[config.mk]
export PLATFORM = sky130hd
export DESIGN_NAME = isp_loader
export DESIGN_NICKNAME = d
export VERILOG_FILES = /design/src/rtl/isp_pkg.sv /design/src/rtl/isp_loader.sv /design/src/rtl/isp_sync.sv /design/src/rtl/isp_fifo.sv
export SDC_FILE = /design/constraint.sdc
export NUM_CORES = 1
export LEC_CHECK = 0
export BUFFER_PORTS_ARGS = -buffer_cell sky130_fd_sc_hd__clkbuf_2
export CORE_ASPECT_RATIO = 0.75
export CORE_MARGIN = 2
export CORE_UTILIZATION = 40
export DETAILED_ROUTE_END_ITERATION = 10
export PLACE_DENSITY_LB_ADDON = 0.08
export SLEW_MARGIN = 20
export SYNTH_ARGS = -nofsm -noshare
export SYNTH_HDL_FRONTEND = slang
export SYNTH_SLANG_ARGS = --single-unit
[constraint.sdc]
create_clock -name CORE_CLK -period 20.6 [get_ports CORE_CLK]
set_input_delay 3.09 -clock CORE_CLK [delete_from_list [all_inputs] [get_ports CORE_CLK]]
set_output_delay 3.09 -clock CORE_CLK [all_outputs]
set_load 0.01 [all_outputs]
[src/rtl/isp_pkg.sv]
/*
 * isp_pkg: shared constants and carriers for the in-system programming loader.
 * Assumes a four-wire test port and a nonvolatile array port on the core clock.
 */
package isp_pkg;
   // instruction register
   localparam int          IR_W        = 4;
   localparam logic [3:0]  IR_CAPTURE  = 4'h1;
   localparam logic [3:0]  OP_PROG_EN  = 4'h2;
   localparam logic [3:0]  OP_ERASE    = 4'h3;
   localparam logic [3:0]  OP_LOAD     = 4'h4;
   localparam logic [3:0]  OP_PROGRAM  = 4'h5;
   localparam logic [3:0]  OP_VERIFY   = 4'h6;
   localparam logic [3:0]  OP_SECURE   = 4'h7;
   localparam logic [3:0]  OP_PROG_EX  = 4'h8;
   localparam logic [3:0]  OP_BYPASS   = 4'hF;

   // data word and array geometry
   localparam int          DATA_W      = 16;
   localparam int          ADDR_W      = 10;
   localparam int          FIFO_DEPTH  = 16;
   localparam logic [15:0] PASSWORD    = 16'hA5C3;

   // bench link clock, for reference of the sampling margin
   localparam int          TCK_PERIOD_NS  = 200;
   localparam int          CORE_PERIOD_NS = 25;

   typedef enum logic [3:0] {
      TAP_RESET, TAP_IDLE, TAP_SEL_DR, TAP_CAP_DR, TAP_SH_DR, TAP_EX1_DR,
      TAP_PAU_DR, TAP_EX2_DR, TAP_UPD_DR, TAP_SEL_IR, TAP_CAP_IR, TAP_SH_IR,
      TAP_EX1_IR, TAP_PAU_IR, TAP_EX2_IR, TAP_UPD_IR
   } isp_tap_t;

   // test port inputs as they travel through the synchroniser
   typedef struct packed {
      logic tck;
      logic tms;
      logic tdi;
   } isp_pins_t;
endpackage

[src/rtl/isp_loader.sv]
/*
 * isp_loader: test-port controller and programming sequencer of the device.
 * Assumes TCK, TMS and TDI are asynchronous pins well slower than CORE_CLK,
 * and a nonvolatile array on CORE_CLK with a write handshake and a read port.
 */
// How it works
// RL1 - loading only through the four-wire test port
// RL2 - bypass supported; no boundary-scan test instructions
// RL3 - programmer: mode, then erase, then pattern
// RL4 - program instruction commits loaded pattern to array
// RL5 - user outputs high-impedance while programming
// RL6 - security bit blocks programming and read-back
// RL7 - erase or write only in password mode
// RL8 - verify reads pattern back, one device
// RL9 - programmer keeps within the erase cycle limit
// RL10 - standard tap; sample rising, drive falling
`timescale 1ns/1ps
`default_nettype none
module isp_loader #(
   parameter int          DW       = isp_pkg::DATA_W,
   parameter int          AW       = isp_pkg::ADDR_W,
   parameter int          DEPTH    = isp_pkg::FIFO_DEPTH,
   parameter logic [15:0] PASSWORD = isp_pkg::PASSWORD
) (
   input  wire logic          CORE_CLK,
   input  wire logic          RSTN,
   input  wire logic          TCK,
   input  wire logic          TMS,
   input  wire logic          TDI,
   output logic               TDO_O,
   output logic               TDO_OE,
   output logic               USER_HIZ,
   output logic               ARR_ERASE,
   output logic               ARR_SECURE,
   output logic               ARR_WR_VALID,
   input  wire logic          ARR_WR_READY,
   output logic [DW-1:0]      ARR_WR_DATA,
   output logic [AW-1:0]      ARR_ADDR,
   input  wire logic [DW-1:0] ARR_RD_DATA,
   input  wire logic          ARR_SECURED,
   output logic               LOAD_OVERRUN
);
   typedef struct packed {
      isp_pkg::isp_tap_t tap;
      logic              tck_q;
      logic [2:0]        warm;
      logic [3:0]        ir;
      logic [3:0]        ir_sh;
      logic [DW-1:0]     dr_sh;
      logic              tdo;
      logic              tdo_oe;
      logic              prog_mode;
      logic              secure;
      logic              erase;
      logic              push_pend;
      logic [DW-1:0]     push_word;
      logic              overrun;
      logic              arr_valid;
      logic [DW-1:0]     arr_data;
      logic [AW-1:0]     addr;
   } isp_top_st_t;

   isp_top_st_t       s_ff;
   isp_top_st_t       nxt_s;
   logic [1:0]        rst_ff;
   logic              rst_n;
   isp_pkg::isp_pins_t pins_s;
   logic              rise;
   logic              fall;
   logic              secured;
   logic              drain_en;
   logic              fifo_in_ready;
   logic              fifo_out_valid;
   logic              fifo_out_ready;
   logic [DW-1:0]     fifo_out_data;

   // standard sixteen-state walk
   function automatic isp_pkg::isp_tap_t tap_next(isp_pkg::isp_tap_t st, logic tms);
      case (st)
         isp_pkg::TAP_RESET:  tap_next = tms ? isp_pkg::TAP_RESET  : isp_pkg::TAP_IDLE;
         isp_pkg::TAP_IDLE:   tap_next = tms ? isp_pkg::TAP_SEL_DR : isp_pkg::TAP_IDLE;
         isp_pkg::TAP_SEL_DR: tap_next = tms ? isp_pkg::TAP_SEL_IR : isp_pkg::TAP_CAP_DR;
         isp_pkg::TAP_CAP_DR: tap_next = tms ? isp_pkg::TAP_EX1_DR : isp_pkg::TAP_SH_DR;
         isp_pkg::TAP_SH_DR:  tap_next = tms ? isp_pkg::TAP_EX1_DR : isp_pkg::TAP_SH_DR;
         isp_pkg::TAP_EX1_DR: tap_next = tms ? isp_pkg::TAP_UPD_DR : isp_pkg::TAP_PAU_DR;
         isp_pkg::TAP_PAU_DR: tap_next = tms ? isp_pkg::TAP_EX2_DR : isp_pkg::TAP_PAU_DR;
         isp_pkg::TAP_EX2_DR: tap_next = tms ? isp_pkg::TAP_UPD_DR : isp_pkg::TAP_SH_DR;
         isp_pkg::TAP_UPD_DR: tap_next = tms ? isp_pkg::TAP_SEL_DR : isp_pkg::TAP_IDLE;
         isp_pkg::TAP_SEL_IR: tap_next = tms ? isp_pkg::TAP_RESET  : isp_pkg::TAP_CAP_IR;
         isp_pkg::TAP_CAP_IR: tap_next = tms ? isp_pkg::TAP_EX1_IR : isp_pkg::TAP_SH_IR;
         isp_pkg::TAP_SH_IR:  tap_next = tms ? isp_pkg::TAP_EX1_IR : isp_pkg::TAP_SH_IR;
         isp_pkg::TAP_EX1_IR: tap_next = tms ? isp_pkg::TAP_UPD_IR : isp_pkg::TAP_PAU_IR;
         isp_pkg::TAP_PAU_IR: tap_next = tms ? isp_pkg::TAP_EX2_IR : isp_pkg::TAP_PAU_IR;
         isp_pkg::TAP_EX2_IR: tap_next = tms ? isp_pkg::TAP_UPD_IR : isp_pkg::TAP_SH_IR;
         isp_pkg::TAP_UPD_IR: tap_next = tms ? isp_pkg::TAP_SEL_DR : isp_pkg::TAP_IDLE;
         default:             tap_next = isp_pkg::TAP_RESET;
      endcase
   endfunction

   // unknown opcodes behave as bypass, so the part sits quietly in any chain
   function automatic logic is_bypass(logic [3:0] op);
      is_bypass = !(op inside {isp_pkg::OP_PROG_EN, isp_pkg::OP_ERASE, isp_pkg::OP_LOAD,
                               isp_pkg::OP_PROGRAM, isp_pkg::OP_VERIFY});
   endfunction

   // reset release through two flops
   always_ff @(posedge CORE_CLK or negedge RSTN) begin
      if (!RSTN) begin
         rst_ff <= 2'b00;
      end else begin
         rst_ff <= {rst_ff[0], 1'b1};
      end
   end
   assign rst_n = rst_ff[1];

   // pins cross into the core clock before any logic sees them
   isp_sync #(.W(3)) u_sync (
      .clk   (CORE_CLK),
      .rst_n (rst_n),
      .din   ({TCK, TMS, TDI}),
      .dout  (pins_s)
   );

   // loaded words queue here until the program instruction drains them
   isp_fifo #(.W(DW), .DEPTH(DEPTH)) u_fifo (
      .clk       (CORE_CLK),
      .rst_n     (rst_n),
      .in_valid  (s_ff.push_pend),
      .in_ready  (fifo_in_ready),
      .in_data   (s_ff.push_word),
      .out_valid (fifo_out_valid),
      .out_ready (fifo_out_ready),
      .out_data  (fifo_out_data)
   );

   // edges count only once the synchronised pin has settled after reset,
   // so an idle-high test clock does not look like a rise at release
   assign rise     = s_ff.warm[2] && pins_s.tck && !s_ff.tck_q;
   assign fall     = s_ff.warm[2] && !pins_s.tck && s_ff.tck_q;
   assign secured  = s_ff.secure || ARR_SECURED;
   // commit runs only in idle with program loaded and the mode unlocked
   assign drain_en = (s_ff.ir == isp_pkg::OP_PROGRAM) && (s_ff.tap == isp_pkg::TAP_IDLE)
                     && s_ff.prog_mode && !secured;                            // [RL4] [RL6] [RL7]
   assign fifo_out_ready = drain_en && (!s_ff.arr_valid || ARR_WR_READY);

   // sequencer: tap on rising test clock, tdo on falling, array side each cycle
   always_comb begin
      nxt_s       = s_ff;
      nxt_s.tck_q = pins_s.tck;
      nxt_s.warm  = {s_ff.warm[1:0], 1'b1};
      nxt_s.erase = 1'b0;
      // array write handshake; address steps once per accepted word
      if (s_ff.arr_valid && ARR_WR_READY) begin
         nxt_s.arr_valid = 1'b0;
         nxt_s.addr      = s_ff.addr + 1'b1;
      end
      if (fifo_out_valid && fifo_out_ready) begin
         nxt_s.arr_valid = 1'b1;                                               // [RL4]
         nxt_s.arr_data  = fifo_out_data;
      end
      if (s_ff.push_pend && fifo_in_ready) begin
         nxt_s.push_pend = 1'b0;
      end
      if (rise) begin
         nxt_s.tap = tap_next(s_ff.tap, pins_s.tms);                           // [RL10] [RL1]
         case (s_ff.tap)
            isp_pkg::TAP_RESET: begin
               nxt_s.ir        = isp_pkg::OP_BYPASS;
               nxt_s.prog_mode = 1'b0;
            end
            isp_pkg::TAP_CAP_IR: nxt_s.ir_sh = isp_pkg::IR_CAPTURE;
            isp_pkg::TAP_SH_IR:  nxt_s.ir_sh = {pins_s.tdi, s_ff.ir_sh[3:1]};
            isp_pkg::TAP_UPD_IR: begin
               nxt_s.ir   = s_ff.ir_sh;
               nxt_s.addr = '0;
               // erase needs unlocked mode and the opcode itself
               if (s_ff.ir_sh == isp_pkg::OP_ERASE && s_ff.prog_mode) begin
                  nxt_s.erase  = 1'b1;                                         // [RL7]
                  nxt_s.secure = 1'b0;
               end
               if (s_ff.ir_sh == isp_pkg::OP_SECURE && s_ff.prog_mode) begin
                  nxt_s.secure = 1'b1;                                         // [RL6]
               end
               if (s_ff.ir_sh == isp_pkg::OP_PROG_EX) begin
                  nxt_s.prog_mode = 1'b0;
               end
            end
            isp_pkg::TAP_CAP_DR: begin
               // read-back hides the pattern once secured
               if (s_ff.ir == isp_pkg::OP_VERIFY && !secured) begin
                  nxt_s.dr_sh = ARR_RD_DATA;                                   // [RL8] [RL6]
               end else begin
                  nxt_s.dr_sh = '0;                                            // [RL2]
               end
            end
            isp_pkg::TAP_SH_DR: begin
               if (is_bypass(s_ff.ir)) begin
                  nxt_s.dr_sh[0] = pins_s.tdi;                                 // [RL2]
               end else begin
                  nxt_s.dr_sh = {pins_s.tdi, s_ff.dr_sh[DW-1:1]};
               end
            end
            isp_pkg::TAP_UPD_DR: begin
               case (s_ff.ir)
                  isp_pkg::OP_PROG_EN: nxt_s.prog_mode = (s_ff.dr_sh == PASSWORD);
                  isp_pkg::OP_VERIFY:  nxt_s.addr = s_ff.addr + 1'b1;          // [RL8]
                  isp_pkg::OP_LOAD: begin
                     // one word per scan; a word still waiting is overrun
                     if (s_ff.prog_mode && !secured) begin                     // [RL6]
                        if (nxt_s.push_pend) begin
                           nxt_s.overrun = 1'b1;
                        end else begin
                           nxt_s.push_pend = 1'b1;
                           nxt_s.push_word = s_ff.dr_sh;
                        end
                     end
                  end
                  default: nxt_s.prog_mode = s_ff.prog_mode;
               endcase
            end
            default: nxt_s.ir = s_ff.ir;
         endcase
      end
      // tdo changes on falling edge so the far end samples it stable
      if (fall) begin
         nxt_s.tdo    = (s_ff.tap == isp_pkg::TAP_SH_IR) ? s_ff.ir_sh[0] : s_ff.dr_sh[0];
         nxt_s.tdo_oe = (s_ff.tap == isp_pkg::TAP_SH_IR) || (s_ff.tap == isp_pkg::TAP_SH_DR); // [RL10]
      end
   end

   always_ff @(posedge CORE_CLK or negedge rst_n) begin
      if (!rst_n) begin
         s_ff     <= '0;
         s_ff.tap <= isp_pkg::TAP_RESET;
         s_ff.ir  <= isp_pkg::OP_BYPASS;
      end else begin
         s_ff <= nxt_s;
      end
   end

   // outputs straight from state flops
   assign TDO_O        = s_ff.tdo;
   assign TDO_OE       = s_ff.tdo_oe;
   assign USER_HIZ     = s_ff.prog_mode;                                       // [RL5]
   assign ARR_ERASE    = s_ff.erase;
   assign ARR_SECURE   = s_ff.secure;
   assign ARR_WR_VALID = s_ff.arr_valid;
   assign ARR_WR_DATA  = s_ff.arr_data;
   assign ARR_ADDR     = s_ff.addr;
   assign LOAD_OVERRUN = s_ff.overrun;
endmodule
`default_nettype wire

[src/rtl/isp_sync.sv]
/*
 * isp_sync: two-flop synchroniser for a group of asynchronous inputs.
 * Assumes the inputs are slow relative to clk; only the second stage is read.
 */
`timescale 1ns/1ps
`default_nettype none
module isp_sync #(
   parameter int W = 3
) (
   input  wire logic         clk,
   input  wire logic         rst_n,
   input  wire logic [W-1:0] din,
   output logic      [W-1:0] dout
);
   typedef struct packed {
      logic [W-1:0] meta;
      logic [W-1:0] sync;
   } isp_sync_st_t;

   isp_sync_st_t s_ff;
   isp_sync_st_t nxt_s;

   // first stage only feeds the second
   always_comb begin
      nxt_s      = s_ff;
      nxt_s.meta = din;
      nxt_s.sync = s_ff.meta;
   end

   always_ff @(posedge clk or negedge rst_n) begin
      if (!rst_n) begin
         s_ff <= '0;
      end else begin
         s_ff <= nxt_s;
      end
   end

   assign dout = s_ff.sync;
endmodule
`default_nettype wire

[src/rtl/isp_fifo.sv]
/*
 * isp_fifo: synchronous FIFO with valid/ready on both sides.
 * Assumes one clock; full and empty are exact, no overwrite when full.
 */
`timescale 1ns/1ps
`default_nettype none
module isp_fifo #(
   parameter int W     = 16,
   parameter int DEPTH = 16
) (
   input  wire logic         clk,
   input  wire logic         rst_n,
   input  wire logic         in_valid,
   output logic              in_ready,
   input  wire logic [W-1:0] in_data,
   output logic              out_valid,
   input  wire logic         out_ready,
   output logic      [W-1:0] out_data
);
   localparam int AW = $clog2(DEPTH);

   typedef struct packed {
      logic [DEPTH-1:0][W-1:0] mem;
      logic [AW-1:0]           wp;
      logic [AW-1:0]           rp;
      logic [AW:0]             cnt;
   } isp_fifo_st_t;

   isp_fifo_st_t s_ff;
   isp_fifo_st_t nxt_s;
   logic         push;
   logic         pop;

   // push and pop may coincide; count stays exact
   always_comb begin
      nxt_s = s_ff;
      push  = in_valid && in_ready;
      pop   = out_valid && out_ready;
      if (push) begin
         nxt_s.mem[s_ff.wp] = in_data;
         nxt_s.wp           = (s_ff.wp == AW'(DEPTH - 1)) ? '0 : s_ff.wp + 1'b1;
      end
      if (pop) begin
         nxt_s.rp = (s_ff.rp == AW'(DEPTH - 1)) ? '0 : s_ff.rp + 1'b1;
      end
      nxt_s.cnt = s_ff.cnt + (AW+1)'(push) - (AW+1)'(pop);
   end

   always_ff @(posedge clk or negedge rst_n) begin
      if (!rst_n) begin
         s_ff <= '0;
      end else begin
         s_ff <= nxt_s;
      end
   end

   assign in_ready  = (s_ff.cnt != (AW+1)'(DEPTH));
   assign out_valid = (s_ff.cnt != '0);
   assign out_data  = s_ff.mem[s_ff.rp];
endmodule
`default_nettype wire

==> metrics <==
status=complete, no violations; routed len/inst=23.4 um; Worst-Margin Slew=1.06 ns; Finished Layout Cells=1748; CTS tree=yes; # setup viols final=0; Synth Flop Type=dfrtp_1; Power Dens Cells=85.0 nW/um^2; RR Startpoint=s_ff[78]$_DFFE_PN0P_; clock latency at the later pin of the worst-skew pair=0.54 ns; max-slew violations=0; Reg2Reg Depth=12; via count=9601; worst slack at placement=14.36 ns; post-synthesis cell type count=71; Die Span Y=181 um; dpl hpwl=24300 um; Routability Congestion=0.746; IO Count=56; TritonCTS Sinks=359; Final Skew=0.0186 ns; initial core utilization=40.6%; unrepaired setup endpoints after global routing=no; Setup WS post-layout=14.94 ns; cells after synthesis=1145; DRC=0; Setup crit end kind=flip-flop; Min-Delay Path Class=flip-flop to asynchronous set/reset pin; min Tclk post-route=5.66 ns; r2r endpoint=u_fifo.s_ff[4]$_DFF_PN0_; Setup CP Type=input pin to flip-flop; Max Cap Viol=0; maximum VDD drop=0.0000598 V; Die X=239 um; static leakage=8.67 nW; Seq/Total Area, Yosys=54.0%; clk buf depth=3; CTS root buffer=clkbuf_16; placed insts=1678; drt first pass iters=5; vias in the first global route=9881; Final ANT Viol Nets=0; Synth Warn #=0; startpoint types=input pin; pin count of the biggest net entering global routing=180; Fmax=177 MHz; initial antenna violation count=0; first-pass GRT wire length=63700 um; fin crit share=27.5%; postcts setup bufs=0; total CTS buffers=39; CP arrival=6.13 ns; Critical Path Fanout Max=21; max_slew headroom=29.6%; final WL=40900 um; iteration-0 DRC count of the detailed router=668; Final TNS setup=0 ns; GRT Total Usage=19.5%; vias per cell=5.49; H-tree levels=2; mapped cell area=16600 um^2; Fin. Hold Viols=0; # hold bufs at CTS=0; n_diodes=0; EDFF count, synth=0; CP Data Required Time=21.07 ns; share of cells above drive strength 1=43.4%; row count=64; Port Buffer Count=55; asr flop ratio synth=100%; Synth Register Bits=359; Core ar.=40900 um^2; Mean Syn Cell Area=14.5 um^2; Clock Pin Slew Worst Setup and Hold Paths=0.06 ns; Pwr Total=0.00158 W; die area=43200 um^2; area grow syn2layout=11.6%; Worst R2R Setup Slack=16.34 ns; most frequent cells in the layout=351 x dfrtp_1, 272 x mux2_2, 64 x mux4_2; grt total ovfl=0; cts repair resizes=0; commonest non-fill, non-tap cell in the layout=dfrtp_1; fin util=45.4%; Nets=1194
## worst max-delay path by stage
stage                                    end  slack, ns                start
floorplan              ARR_ADDR[0]$_DFF_PN0_       9.86  rst_ff[1]$_DFF_PN0_
global placement    u_fifo.s_ff[4]$_DFF_PN0_      14.37         ARR_WR_READY
detailed placement  u_fifo.s_ff[4]$_DFF_PN0_      14.36         ARR_WR_READY
CTS                 u_fifo.s_ff[4]$_DFF_PN0_      14.94         ARR_WR_READY
global route        u_fifo.s_ff[4]$_DFF_PN0_      14.67         ARR_WR_READY
finish              u_fifo.s_ff[4]$_DFF_PN0_      14.94         ARR_WR_READY
## metal layers
layer | share of wire (%) | track usage [%]
met1 | 51 | 30.7
met2 | 44 | 28.5
met3 | 3.9 | 3.17
met4 | 1.2 | 3.70
met5 | 0 | 0
## power by group
group,switching [W],internal [W],leakage (nW)
combinational,0.0000569,0.0000403,3.12
sequential,0.0000325,0.000721,4.90
clock,0.000287,0.000441,0.655
total,0.000376,0.00120,8.67
## kinds of logic (layout without fill, tap and decap cells)
| group | count (synthesis) | count (layout) | synth area share (%) |
|---|---|---|---|
| other | 1 | 2 | 0.0225 |
| AOI/OAI and AO/OA | 120 | 120 | 5.03 |
| buffers and inverters | 124 | 165 | 3.87 |
| and+or+nand+nor | 131 | 131 | 4.70 |
| adders and majority gates | 13 | 13 | 1.02 |
| muxes | 390 | 390 | 30.9 |
| DFF | 359 | 359 | 54.0 |
| xor gates and xnor gates | 7 | 7 | 0.369 |
## registers in the layout, indices dropped and copies added, names as in the netlist
register      count
ARR_ADDR         10
ARR_ERASE         1
ARR_SECURE        1
ARR_WR_DATA      16
ARR_WR_VALID      1
LOAD_OVERRUN      1
TDO_O             1
TDO_OE            1
USER_HIZ          1
nxt_s             2
rst_ff            2
s_ff             47
u_fifo.s_ff     269
u_sync.dout       3
u_sync.nxt_s      3
## synth_stat cells (all sizes together), types with 16 or more instances
| master | n | share of area [%] |
|---|---|---|
| mux2i | 34 | 2.0 |
| mux2 | 292 | 20 |
| mux4 | 64 | 8.7 |
| dfrtp | 355 | 53 |
| buf | 63 | 2.5 |
| o21ai | 33 | 0.99 |
| o221ai | 16 | 0.84 |
| nand3 | 25 | 0.78 |
| a21oi | 18 | 0.54 |
| clkbuf | 46 | 1.0 |
| a22o | 16 | 0.84 |
| nand2 | 31 | 0.70 |
## layout make-up
cell class,instances,area (um^2)
repair buffers,80,475
multi-input cells,663,7010
well taps,561,702
clock inverters,7,110
inverters,15,56.3
flip-flops and latches,359,9000
fillers,3710,22400
clock buffers,63,1220
## worst max-delay path, stage by stage
cell,delay (ns)
clkbuf_2,0.11
nand2b_1,0.13
nand4_1,0.75
or2_2,0.65
inv_1,0.12
ha_1,0.14
inv_1,0.04
ha_1,0.22
fa_1,0.43
a21oi_1,0.16
nor2_1,0.05
nor2_1,0.11
xnor2_1,0.12
## through the flow
step                      cell area, um^2  hold slack (ns)
final                               18600            0.340
after global placement              17200            0.333
after global routing                18600            0.353
after floorplan                     16600            0.331
after detailed placement            17200            0.336
after CTS                           18600            0.349
Note: power is estimated with default switching activity, not from simulation.
